===== src/verilog/txsel_defs.svh =====
// constants for the transmit status and error block: offsets, fields, reset values
// assumes inclusion by every design file that decodes the register port or command words
`ifndef TXSEL_DEFS_SVH
`define TXSEL_DEFS_SVH

// ---------------------------------------------------------------
// register byte addresses
// ---------------------------------------------------------------
`define TXSEL_ADDR_DATA 8'h00
`define TXSEL_ADDR_STATUS 8'h04
`define TXSEL_ADDR_CONFIG 8'h08
`define TXSEL_ADDR_CSUM 8'h0c
`define TXSEL_ADDR_INFO 8'h10
`define TXSEL_ADDR_USAGE 8'h14

// ---------------------------------------------------------------
// config, checksum control and info bits
// ---------------------------------------------------------------
`define TXSEL_CFG_DISCARD 0
`define TXSEL_CFG_DEFER_CHK 1
`define TXSEL_CSUM_EN 16
`define TXSEL_INFO_TXE 31
`define TXSEL_INFO_CSUM 30
`define TXSEL_INFO_OVR 29
`define TXSEL_INFO_USED_LSB 0
`define TXSEL_INFO_FREE_LSB 8

// ---------------------------------------------------------------
// command word fields
// ---------------------------------------------------------------
`define TXSEL_A_SIZE 10:0
`define TXSEL_A_LAST 12
`define TXSEL_A_FIRST 13
`define TXSEL_A_OFFSET 20:16
`define TXSEL_A_ALIGN 25:24
`define TXSEL_B_TAG 31:16
`define TXSEL_B_CK 14
`define TXSEL_B_LEN 10:0

// ---------------------------------------------------------------
// status word fields
// ---------------------------------------------------------------
`define TXSEL_ST_TAG 31:16
`define TXSEL_ST_ES 15
`define TXSEL_ST_LOSS 11
`define TXSEL_ST_NOCAR 10
`define TXSEL_ST_LATE 9
`define TXSEL_ST_EXCOL 8
`define TXSEL_ST_CCNT 6:3
`define TXSEL_ST_EXDEF 2
`define TXSEL_ST_RSVD1 1
`define TXSEL_ST_DEFER 0

// ---------------------------------------------------------------
// sizes and reset values
// ---------------------------------------------------------------
`define TXSEL_DWORD_BYTES 4
`define TXSEL_PREAMBLE_BYTES 4
`define TXSEL_CFG_RESET 32'h0000_0000
`define TXSEL_ALIGN16_DW 4
`define TXSEL_ALIGN32_DW 8

`endif


===== src/verilog/txsel_pkg.sv =====
// types shared by the transmit status and error block
// assumes txsel_defs.svh holds all numeric constants
package txsel_pkg;

    // register port request from software
    typedef struct packed {
        logic [7:0] addr;
        logic [31:0] wdata;
        logic wr;
        logic rd;
    } txsel_bus_t;

    // per-packet outcome reported by the mac engine
    typedef struct packed {
        logic lossCarrier;
        logic noCarrier;
        logic lateColl;
        logic excessColl;
        logic excessDefer;
        logic deferred;
        logic [3:0] collCount;
    } txsel_mac_stat_t;

    // one kept data word handed to the mac
    typedef struct packed {
        logic [15:0] tag;
        logic sof;
        logic eof;
        logic [31:0] data;
    } txsel_word_t;

    // how the dwords of one host buffer are sorted
    typedef struct packed {
        logic [9:0] dropFront;
        logic [9:0] keep;
        logic [9:0] total;
    } txsel_plan_t;

    // host buffer parser states
    typedef enum logic [1:0] {
        SEEK_A,
        SEEK_B,
        DATA
    } txsel_state_t;

endpackage


===== src/verilog/txsel_cmd_decode.sv =====
// sorts the dwords of a host buffer into dropped offset, kept data and dropped padding
// assumes the command word is held stable by the caller
`timescale 1ns/1ps
`include "txsel_defs.svh"

module txsel_cmd_decode (
    // first command word
    input wire logic [31:0] cmdA,
    // buffer plan
    output txsel_pkg::txsel_plan_t plan
);
    import txsel_pkg::*;

    // ---------------------------------------------------------------
    // dword arithmetic
    // ---------------------------------------------------------------
    // bytes rounded up to whole dwords
    function automatic logic [9:0] ceilDw(input logic [11:0] bytes);
        logic [11:0] sum;
        sum = bytes + 12'h003;
        return sum[11:2];
    endfunction

    logic [4:0] offset;
    logic [10:0] size;
    logic [9:0] rawDw;
    logic [9:0] alignDw;
    logic [9:0] padded;

    assign offset = cmdA[`TXSEL_A_OFFSET];
    assign size = cmdA[`TXSEL_A_SIZE];

    // whole dwords of offset are stripped, a partial one stays
    assign plan.dropFront = {7'h00, offset[4:2]};
    assign plan.keep = ceilDw({1'b0, size} + {10'h000, offset[1:0]});
    assign rawDw = ceilDw({1'b0, size} + {7'h00, offset});

    // end alignment widens the host buffer, never the kept data
    always_comb begin
        case (cmdA[`TXSEL_A_ALIGN])
            2'h1: alignDw = 10'(`TXSEL_ALIGN16_DW);
            2'h2: alignDw = 10'(`TXSEL_ALIGN32_DW);
            default: alignDw = 10'h001;
        endcase
    end

    assign padded = rawDw + alignDw - 10'h001;
    assign plan.total = padded & ~(alignDw - 10'h001);

endmodule


===== src/verilog/txsel_status_fifo.sv =====
// first-in first-out store of transmit status words
// assumes the caller never pushes when full nor pops when empty
`timescale 1ns/1ps

module txsel_status_fifo #(
    parameter int WIDTH = 32,
    parameter int DEPTH = 16
) (
    // clock and reset
    input wire logic ref_clk,
    input wire logic sys_rst,
    // write side
    input wire logic push,
    input wire logic [WIDTH-1:0] pushData,
    // read side
    input wire logic pop,
    output logic [WIDTH-1:0] popData,
    // occupancy
    output logic full,
    output logic empty,
    output logic [$clog2(DEPTH):0] count
);
    localparam int AW = $clog2(DEPTH);

    logic [WIDTH-1:0] mem [DEPTH];
    logic [AW:0] wrPtr_reg;
    logic [AW:0] rdPtr_reg;

    // ---------------------------------------------------------------
    // storage and pointers
    // ---------------------------------------------------------------
    // storage needs no reset; pointers define what is valid
    always_ff @(posedge ref_clk) begin
        if (push) begin
            mem[wrPtr_reg[AW-1:0]] <= pushData;
        end
    end

    // pointers carry one extra bit to tell full from empty
    always_ff @(posedge ref_clk) begin
        if (sys_rst) begin
            wrPtr_reg <= '0;
            rdPtr_reg <= '0;
        end else begin
            if (push) begin
                wrPtr_reg <= wrPtr_reg + 1'b1;
            end
            if (pop) begin
                rdPtr_reg <= rdPtr_reg + 1'b1;
            end
        end
    end

    assign count = wrPtr_reg - rdPtr_reg;
    assign full = (count == (AW+1)'(DEPTH));
    assign empty = (count == '0);
    assign popData = mem[rdPtr_reg[AW-1:0]];

endmodule


===== src/verilog/txsel_top.sv =====
// transmit status and error bookkeeping of a 10/100 ethernet controller
// assumes one clock, synchronous reset, software on a plain strobe port and a mac engine
// that takes kept data words and reports one outcome per packet
//
// Summary of operation
// - one status word per packet, in order
// - full status store stalls data transmission
// - discard mode keeps sending, drops overrun status
// - discard mode status overrun raises no error
// - status top half carries packet tag
// - error summary ORs error status bits
// - reserved status bits read zero
// - loss of carrier reported in bit 11
// - no carrier in bit 10, ignore full-duplex
// - late collision reported in bit 9
// - sixteen collisions abort, bit 8
// - collision count in field 6:3
// - excessive deferral bit when checking enabled
// - deferred bit reported in bit 0
// - command A and B for every segment, B repeated
// - checksum preamble occupies four data bytes
// - whole offset and padding dwords stripped
// - error flag never halts the transmitter
// - length mismatch raises error flag
// - differing second command word raises error
// - data or status overrun raises error
// - checksum needs request, first segment, enable
//
// Local design decisions: the register offsets and strobed register access.
`timescale 1ns/1ps
`include "txsel_defs.svh"

module txsel_top #(
    parameter int DF_DEPTH = 16,
    parameter int SF_DEPTH = 16
) (
    // clock and reset
    input wire logic ref_clk,
    input wire logic sys_rst,
    // register port
    input wire txsel_pkg::txsel_bus_t bus,
    output logic [31:0] busRdata,
    // kept data words to the mac
    output logic macWordValid,
    output txsel_pkg::txsel_word_t macWord,
    input wire logic macWordReady,
    // per-packet outcome from the mac
    input wire logic macDone,
    input wire txsel_pkg::txsel_mac_stat_t macStat,
    // error flag level
    output logic transmitter_error_flag
);
    import txsel_pkg::*;

    localparam int DAW = $clog2(DF_DEPTH);
    localparam int SAW = $clog2(SF_DEPTH);

    // ---------------------------------------------------------------
    // register port decode
    // ---------------------------------------------------------------
    logic dataWr;
    logic cfgWr;
    logic csumWr;
    logic infoWr;
    logic statusRd;

    assign dataWr = bus.wr && (bus.addr == `TXSEL_ADDR_DATA);
    assign cfgWr = bus.wr && (bus.addr == `TXSEL_ADDR_CONFIG);
    assign csumWr = bus.wr && (bus.addr == `TXSEL_ADDR_CSUM);
    assign infoWr = bus.wr && (bus.addr == `TXSEL_ADDR_INFO);
    assign statusRd = bus.rd && (bus.addr == `TXSEL_ADDR_STATUS);

    logic [31:0] config_reg;
    logic [31:0] csumCtrl_reg;
    logic status_discard_overrun_enable;
    logic deferCheckEnable;
    logic tx_checksum_offload_enable;

    // software controls
    always_ff @(posedge ref_clk) begin
        if (sys_rst) begin
            config_reg <= `TXSEL_CFG_RESET;
            csumCtrl_reg <= `TXSEL_CFG_RESET;
        end else begin
            if (cfgWr) begin
                config_reg <= bus.wdata;
            end
            if (csumWr) begin
                csumCtrl_reg <= bus.wdata;
            end
        end
    end

    assign status_discard_overrun_enable = config_reg[`TXSEL_CFG_DISCARD];
    assign deferCheckEnable = config_reg[`TXSEL_CFG_DEFER_CHK];
    assign tx_checksum_offload_enable = csumCtrl_reg[`TXSEL_CSUM_EN];

    // ---------------------------------------------------------------
    // tx data store
    // ---------------------------------------------------------------
    txsel_word_t dataMem [DF_DEPTH];
    logic [DAW:0] dfWr_reg;
    logic [DAW:0] dfRd_reg;
    logic [DAW:0] dfCount;
    logic dfFull;
    logic dfPush;
    logic dfPop;
    txsel_word_t dfIn;
    logic statusHold;

    assign dfCount = dfWr_reg - dfRd_reg;
    assign dfFull = (dfCount == (DAW+1)'(DF_DEPTH));
    // a full status store stops words leaving, unless overrun is allowed
    assign macWordValid = (dfCount != '0) && !statusHold;
    assign macWord = dataMem[dfRd_reg[DAW-1:0]];
    assign dfPop = macWordValid && macWordReady;

    always_ff @(posedge ref_clk) begin
        if (dfPush) begin
            dataMem[dfWr_reg[DAW-1:0]] <= dfIn;
        end
    end

    // store pointers
    always_ff @(posedge ref_clk) begin
        if (sys_rst) begin
            dfWr_reg <= '0;
            dfRd_reg <= '0;
        end else begin
            if (dfPush) begin
                dfWr_reg <= dfWr_reg + 1'b1;
            end
            if (dfPop) begin
                dfRd_reg <= dfRd_reg + 1'b1;
            end
        end
    end

    // ---------------------------------------------------------------
    // host buffer parser
    // ---------------------------------------------------------------
    txsel_state_t state_reg;
    logic [31:0] cmdA_reg;
    logic [31:0] cmdB_reg;
    logic [9:0] idx_reg;
    logic [11:0] pktBytes_reg;
    logic csumApply_reg;
    logic [15:0] useCmd_reg;
    logic [15:0] useData_reg;
    txsel_plan_t plan;
    logic overrunWr;
    logic takeWr;
    logic firstSeg;
    logic lastSeg;
    logic keepWord;
    logic bufEnd;
    logic [11:0] bufSum;
    logic [11:0] expectLen;
    logic lenErr;
    logic cmdBErr;

    txsel_cmd_decode u_decode (
        .cmdA(cmdA_reg),
        .plan(plan)
    );

    // writes into a full store are lost and flagged
    assign overrunWr = dataWr && dfFull;
    assign takeWr = dataWr && !dfFull;
    assign firstSeg = cmdA_reg[`TXSEL_A_FIRST];
    assign lastSeg = cmdA_reg[`TXSEL_A_LAST];

    // only the dwords between stripped offset and stripped padding are stored
    assign keepWord = (state_reg == DATA) && (idx_reg >= plan.dropFront)
        && (idx_reg < plan.dropFront + plan.keep);
    assign dfPush = takeWr && keepWord;
    assign dfIn.data = bus.wdata;
    assign dfIn.tag = cmdB_reg[`TXSEL_B_TAG];
    assign dfIn.sof = firstSeg && (idx_reg == plan.dropFront);
    assign dfIn.eof = lastSeg && (idx_reg == plan.dropFront + plan.keep - 10'h001);

    // buffer ends on its last host dword, or at command B for an empty buffer
    assign bufEnd = takeWr && (((state_reg == DATA) && (idx_reg == plan.total - 10'h001))
        || ((state_reg == SEEK_B) && (plan.total == '0)));

    // payload bytes so far; the preamble does not count toward the length
    assign bufSum = (firstSeg ? 12'h000 : pktBytes_reg) + {1'b0, cmdA_reg[`TXSEL_A_SIZE]};
    assign expectLen = {1'b0, cmdB_reg[`TXSEL_B_LEN]}
        + (csumApply_reg ? 12'(`TXSEL_PREAMBLE_BYTES) : 12'h000);
    assign lenErr = bufEnd && lastSeg && (bufSum != expectLen);

    // a later buffer must repeat the packet's command B word
    assign cmdBErr = takeWr && (state_reg == SEEK_B) && !firstSeg && (bus.wdata != cmdB_reg);

    // parser sequence: command A, command B, host dwords
    always_ff @(posedge ref_clk) begin
        if (sys_rst) begin
            state_reg <= SEEK_A;
            idx_reg <= '0;
        end else if (takeWr) begin
            case (state_reg)
                SEEK_A: begin
                    state_reg <= SEEK_B;
                end
                SEEK_B: begin
                    state_reg <= (plan.total == '0) ? SEEK_A : DATA;
                    idx_reg <= '0;
                end
                DATA: begin
                    state_reg <= bufEnd ? SEEK_A : DATA;
                    idx_reg <= idx_reg + 10'h001;
                end
                default: begin
                    state_reg <= SEEK_A;
                end
            endcase
        end
    end

    // command words and packet byte total
    always_ff @(posedge ref_clk) begin
        if (sys_rst) begin
            cmdA_reg <= '0;
            cmdB_reg <= '0;
            pktBytes_reg <= '0;
            csumApply_reg <= 1'b0;
        end else begin
            if (takeWr && state_reg == SEEK_A) begin
                cmdA_reg <= bus.wdata;
            end
            // the packet's own B word is kept from its first segment only
            if (takeWr && state_reg == SEEK_B && firstSeg) begin
                cmdB_reg <= bus.wdata;
                csumApply_reg <= bus.wdata[`TXSEL_B_CK] && tx_checksum_offload_enable;
            end
            if (bufEnd) begin
                pktBytes_reg <= bufSum;
            end
        end
    end

    // data store usage of the current packet, in bytes
    always_ff @(posedge ref_clk) begin
        if (sys_rst) begin
            useCmd_reg <= '0;
            useData_reg <= '0;
        end else if (takeWr) begin
            // command A counts for every buffer, B for the first only
            if (state_reg == SEEK_A) begin
                useCmd_reg <= (bus.wdata[`TXSEL_A_FIRST] ? 16'h0000 : useCmd_reg)
                    + 16'(`TXSEL_DWORD_BYTES);
                useData_reg <= bus.wdata[`TXSEL_A_FIRST] ? 16'h0000 : useData_reg;
            end
            if (state_reg == SEEK_B && firstSeg) begin
                useCmd_reg <= useCmd_reg + 16'(`TXSEL_DWORD_BYTES);
            end
            // kept words include the preamble dword when offload applies
            if (keepWord) begin
                useData_reg <= useData_reg + 16'(`TXSEL_DWORD_BYTES);
            end
        end
    end

    // ---------------------------------------------------------------
    // status word assembly
    // ---------------------------------------------------------------
    logic [15:0] tagInFlight_reg;
    logic [31:0] statusWord;
    logic exDefer;

    // tag follows the packet the mac started last; mac finishes in order
    always_ff @(posedge ref_clk) begin
        if (sys_rst) begin
            tagInFlight_reg <= '0;
        end else if (dfPop && macWord.sof) begin
            tagInFlight_reg <= macWord.tag;
        end
    end

    assign exDefer = macStat.excessDefer && deferCheckEnable;

    // fields not named stay zero, which keeps reserved bits clear
    always_comb begin
        statusWord = '0;
        statusWord[`TXSEL_ST_TAG] = tagInFlight_reg;
        statusWord[`TXSEL_ST_LOSS] = macStat.lossCarrier;
        statusWord[`TXSEL_ST_NOCAR] = macStat.noCarrier;
        statusWord[`TXSEL_ST_LATE] = macStat.lateColl;
        statusWord[`TXSEL_ST_EXCOL] = macStat.excessColl;
        statusWord[`TXSEL_ST_CCNT] = macStat.collCount;
        statusWord[`TXSEL_ST_EXDEF] = exDefer;
        statusWord[`TXSEL_ST_DEFER] = macStat.deferred;
        statusWord[`TXSEL_ST_ES] = macStat.lossCarrier | macStat.noCarrier
            | macStat.lateColl | macStat.excessColl | exDefer
            | statusWord[`TXSEL_ST_RSVD1];
    end

    // ---------------------------------------------------------------
    // status store and overrun handling
    // ---------------------------------------------------------------
    logic sfPush;
    logic sfPop;
    logic sfFull;
    logic sfEmpty;
    logic [SAW:0] sfCount;
    logic [31:0] sfHead;
    logic sfOverrun;
    logic overrun_reg;

    // one push per finished packet while room remains and no overrun is pending
    assign sfPush = macDone && !sfFull && !overrun_reg;
    assign sfPop = statusRd && !sfEmpty;
    assign sfOverrun = macDone && (sfFull || overrun_reg);
    assign statusHold = sfFull && !status_discard_overrun_enable;

    txsel_status_fifo #(
        .WIDTH(32),
        .DEPTH(SF_DEPTH)
    ) u_status (
        .ref_clk(ref_clk),
        .sys_rst(sys_rst),
        .push(sfPush),
        .pushData(statusWord),
        .pop(sfPop),
        .popData(sfHead),
        .full(sfFull),
        .empty(sfEmpty),
        .count(sfCount)
    );

    // overrun holds off status writes until software reads one; set wins
    always_ff @(posedge ref_clk) begin
        if (sys_rst) begin
            overrun_reg <= 1'b0;
        end else if (sfOverrun) begin
            overrun_reg <= 1'b1;
        end else if (sfPop) begin
            overrun_reg <= 1'b0;
        end
    end

    // used count reads zero after an overrun, else tracks pushes and pops
    logic [7:0] status_fifo_used_count;
    assign status_fifo_used_count = overrun_reg ? 8'h00 : 8'(sfCount);

    // ---------------------------------------------------------------
    // transmitter error flag
    // ---------------------------------------------------------------
    logic errSet;
    logic errClr;

    // status overrun only counts when overrun is not allowed
    assign errSet = overrunWr || lenErr || cmdBErr
        || (sfOverrun && !status_discard_overrun_enable);
    assign errClr = infoWr && bus.wdata[`TXSEL_INFO_TXE];

    // sticky; a new cause in the clearing cycle wins; nothing here stalls the mac
    always_ff @(posedge ref_clk) begin
        if (sys_rst) begin
            transmitter_error_flag <= 1'b0;
        end else begin
            transmitter_error_flag <= errSet || (transmitter_error_flag && !errClr);
        end
    end

    // ---------------------------------------------------------------
    // read data
    // ---------------------------------------------------------------
    logic [31:0] rdNext;

    always_comb begin
        rdNext = '0;
        case (bus.addr)
            `TXSEL_ADDR_STATUS: rdNext = sfEmpty ? 32'h0000_0000 : sfHead;
            `TXSEL_ADDR_CONFIG: rdNext = config_reg;
            `TXSEL_ADDR_CSUM: rdNext = csumCtrl_reg;
            `TXSEL_ADDR_INFO: begin
                rdNext[`TXSEL_INFO_TXE] = transmitter_error_flag;
                rdNext[`TXSEL_INFO_CSUM] = csumApply_reg;
                rdNext[`TXSEL_INFO_OVR] = overrun_reg;
                rdNext[`TXSEL_INFO_USED_LSB +: 8] = status_fifo_used_count;
                rdNext[`TXSEL_INFO_FREE_LSB +: 8] = 8'(DF_DEPTH) - 8'(dfCount);
            end
            `TXSEL_ADDR_USAGE: rdNext = {useCmd_reg, useData_reg};
            default: rdNext = '0;
        endcase
    end

    // read data stands only in the cycle after the strobe
    always_ff @(posedge ref_clk) begin
        if (sys_rst) begin
            busRdata <= '0;
        end else begin
            busRdata <= bus.rd ? rdNext : 32'h0000_0000;
        end
    end

endmodule

===== config.mk =====
export PLATFORM = sky130hd
export DESIGN_NAME = txsel_top
export DESIGN_NICKNAME = d
export VERILOG_FILES = /design/src/verilog/txsel_pkg.sv /design/src/verilog/txsel_cmd_decode.sv /design/src/verilog/txsel_status_fifo.sv /design/src/verilog/txsel_top.sv
export VERILOG_INCLUDE_DIRS = /design/src /design/src/verilog
export SDC_FILE = /design/constraint.sdc
export NUM_CORES = 2
export LEC_CHECK = 0
export ABC_AREA = 1
export BUFFER_PORTS_ARGS = -buffer_cell sky130_fd_sc_hd__buf_2
export CAP_MARGIN = 20
export CORE_MARGIN = 3
export CORE_UTILIZATION = 50
export CTS_CLUSTER_SIZE = 30
export DETAILED_ROUTE_END_ITERATION = 7
export GPL_ROUTABILITY_DRIVEN = 1
export PLACE_DENSITY = 0.66
export SLEW_MARGIN = 20
export SYNTH_ARGS = -nofsm -noshare
export SYNTH_HDL_FRONTEND = slang
export SYNTH_SLANG_ARGS = --single-unit

===== constraint.sdc =====
create_clock -name ref_clk -period 10.3 [get_ports ref_clk]
set_input_delay 2.06 -clock ref_clk [delete_from_list [all_inputs] [get_ports ref_clk]]
set_output_delay 2.06 -clock ref_clk [all_outputs]
set_load 0.005 [all_outputs]

==> results.md <==
* Count leader, synth: edfxtp_1
* Tcrit/Tclk final at 67.2%
* # nets final at 5358
* Fmax at 0.145 GHz
* HPWL after DPL at 93200 um
* CORE AREA at 122000 um2
* Largest register FFs at 800
* CTS Hold Bufs at 0
* WP buf/inv at 7
* Die Width at 358 um
* Cells on worst reg2reg path at 27
* Placer Congestion at 0.864
* Full die area at 128000 um2
* Worst path max stage delay at 0.80 ns
* DRT antenna net count at 0
* Worst skew pair latency at 0.77 ns
* Top post-synthesis cells by area: edfxtp_1 (60%), dfxtp_1 (8.0%), a21oi_1 (4.9%)
* Crit-path leading delay family: simple AND/OR/NAND/NOR gates
* Ys Warns at 0
* Synth top cells by count: edfxtp_1 (1232), a21oi_1 (610), nand2_1 (581)
* Element type at the critical path start: flip-flop
* CTS tree: yes
* Mean number of vias per cell at 5.86
* Pwr dens at 194 nW/um2
* Critical path depth at 27
* CP Capture Point: dataMem[4][39]
* Sw Share at 24.8%
* Combinational Power Share at 10.4%
* Final Hold Vio Count at 0
* WL/cell at 23.0 um
* Final wirelength at 161000 um
* Post-Syn Instances at 5148
* Post-DP Area at 64400 um2
* Internal power at 10.1 mW
* Drt drc at 0
* Net Switching at 3.34 mW
* GR Util All Layers at 24.9%
* Most used DFF post-synth: edfxtp_1
* Final Cell Area at 69400 um2
* DR iter-0 viols at 4629
* Crit path top cell by count: inv_1
* Netlist cell types at 63
* CTS buffer count at 152
* Overall die height at 358 um
* RSZ-0062 raised after global routing: no
* H-tree depth at 4
* Synth top area share at 59.7%
* Fin crit period at 6.92 ns
* Mapped Nets at 5291
* Largest net degree at the start of global routing at 208
* Slew @ Worst Pin at 1.31 ns
* Capturing element type of the critical path: flip-flop
* RR Endpoint: dataMem[4][39]
* Initial antenna violation count at 4
* Final setup TNS at 0 ns
* Reg power frac at 49.5%
* CP Class: reg -> reg
* Vias at 40800
* Clock sink count at 1479
* # resized after CTS at 0
* Clk pwr share at 40.1%
* Vias in the first global route at 38800
* Synthesized flop and latch total at 1479
* I/O Buffers at 139
* Yosys top cell by area: edfxtp_1
* TritonRoute pass-1 iters at 5
* Netlist Area Pre-Place at 61900 um2
* # rows at 128
* Async S/R FF share, synth at 0%
* Normalized max-slew margin at 12.5%
* R2r startpoint: cmdA_reg[1]
* Hold_ws at 0.464 ns
* Slowest cell on the critical path: nor2_4
* Initial core utilization at 50.6%
* Syn avg cell area at 12.0 um2
* CP Max Fanout at 27
* Clock-pin slew on the worst setup and hold paths at 0.06 ns
* CTS Root Cell: clkbuf_16
* Final setup fails at 0
* First-pass GRT wire length at 242000 um
* Critical path data arrival time at 7.30 ns
* Share of cells above drive strength 1 at 10.0%
* # IOs at 140
* Worst min-delay path class: reg -> reg
* Max Cap Viol at 0
* Post-synthesis sequential area ratio at 67.7%
* Status: finished, final reports clean
* Layout area overhead at 12.0%
* WP data required at 10.69 ns
* Fin. max-slew vios at 0
* # Post-CTS Setup Buffers at 0
* Number of synthesized flops with an enable pin at 1232
* Leakage at 24.3 nW
* Grt total ovfl at 0
* Clk buf depth at 3
* Clock skew at 0.0293 ns
* Reg2Reg Setup Slack at 3.38 ns
* Worst-case vdd ir drop at 0.190 mV
* CP startpoint: cmdA_reg[1]
==> cells in the final DEF (no fill, tap or decap), types with 7 or more instances in the layout <==
master	instances
xnor2_1	37
dfxtp_1	240
inv_1	434
nand2_1	581
nor3_1	26
clkbuf_1	38
edfxtp_1	1232
nand4_1	24
clkinv_2	30
clkbuf_16	159
clkinv_1	26
ha_1	80
bufinv_16	9
a22oi_1	38
a221oi_1	37
nand3_1	149
o211ai_1	205
mux2i_1	201
a32o_1	38
o311ai_0	19
xor2_1	52
nor2_4	34
a21oi_1	610
buf_4	68
or2_2	12
a31oi_1	28
nor2_1	169
nor4_1	11
o21ai_0	442
nand2_2	18
a211oi_1	18
o21ai_1	12
fa_1	7
buf_2	139
==> worst min path at each step <==
stage / depth (start not counted) / slack [ns] / from / end
5_1_grt: 1 / 0.49 / useCmd_reg[6] / useCmd_reg[6]
6_report: 1 / 0.46 / useCmd_reg[5] / useCmd_reg[5]
2_1_floorplan: 1 / 0.43 / useCmd_reg[6] / useCmd_reg[6]
4_1_cts: 1 / 0.47 / useCmd_reg[5] / useCmd_reg[5]
3_3_place_gp: 1 / 0.44 / useCmd_reg[6] / useCmd_reg[6]
3_5_place_dp: 1 / 0.46 / useCmd_reg[5] / useCmd_reg[5]
==> cell type report <==
type                            count  area [um2]
Antenna cell                        1        2.50
Clock buffer                      202        4190
Clock inverter                     78         752
Fill cell                        9901       53000
Inverter                          445        1690
Multi-Input combinational cell   2927       17500
Sequential cell                  1479       42000
Tap cell                         1625        2030
Timing Repair Buffer              210        1270
==> power by group through the flow <==
stage	combinational, mW	clock, mW	sequential [mW]
finish	1.40	5.40	6.67
global placement	1.37	0	6.80
global route	1.54	5.72	6.68
CTS	1.40	5.48	6.67
floorplan	0.965	0	6.71
detailed placement	1.39	0	6.80
==> worst register-to-register path, cell delays in order, from the launching register on <==
cell	delay (ns)
dfxtp_1	0.40
inv_1	0.06
ha_1	0.30
nor2_2	0.20
inv_1	0.12
fa_1	0.46
inv_1	0.08
ha_1	0.17
inv_1	0.06
fa_1	0.40
nor2_1	0.11
inv_1	0.07
a21oi_1	0.19
nand2_1	0.13
nor2_1	0.17
nand3_1	0.11
xor2_1	0.29
ha_1	0.29
nand2_1	0.09
nor2_1	0.06
o211ai_1	0.09
o2111ai_1	0.14
nor2_1	0.37
nand2_1	0.16
inv_1	0.25
nand2_1	0.32
nor2_4	0.81
buf_4	0.61
==> per-layer routing <==
metal	track usage, %	wire length [um]	vias to the layer above
li1	-	-	18900
met4	7.66	3910	4
met2	39.3	74900	1445
met1	36.0	70900	20200
met5	0	24	-
met3	3.41	10900	236
==> per-stage QoR <==
stage	total power, mW	utilization, %	setup slack, ns	cells
floorplan	7.68	-	3.54	5148
global placement	8.17	52.6	3.46	6686
detailed placement	8.19	52.6	3.38	6686
CTS	13.5	56.7	3.35	6966
global route	13.9	56.7	2.74	6966
finish	13.5	56.7	3.38	6967
==> logic make-up (layout without fill, tap and decap cells) <==
| kind of cell | Yosys count | after routing | synth area share (%) |
|---|---|---|---|
| other | 0 | 1 | 0 |
| and+or+nand+nor | 1056 | 1056 | 7.27 |
| DFF | 1479 | 1479 | 67.7 |
| muxes | 201 | 201 | 3.25 |
| buffers and inverters | 742 | 935 | 4.53 |
| adders and majority gates | 87 | 87 | 1.84 |
| AOI/OAI and AO/OA | 1493 | 1493 | 14.1 |
| xor gates and xnor gates | 90 | 90 | 1.30 |
Note: power is estimated with default switching activity, not from simulation.
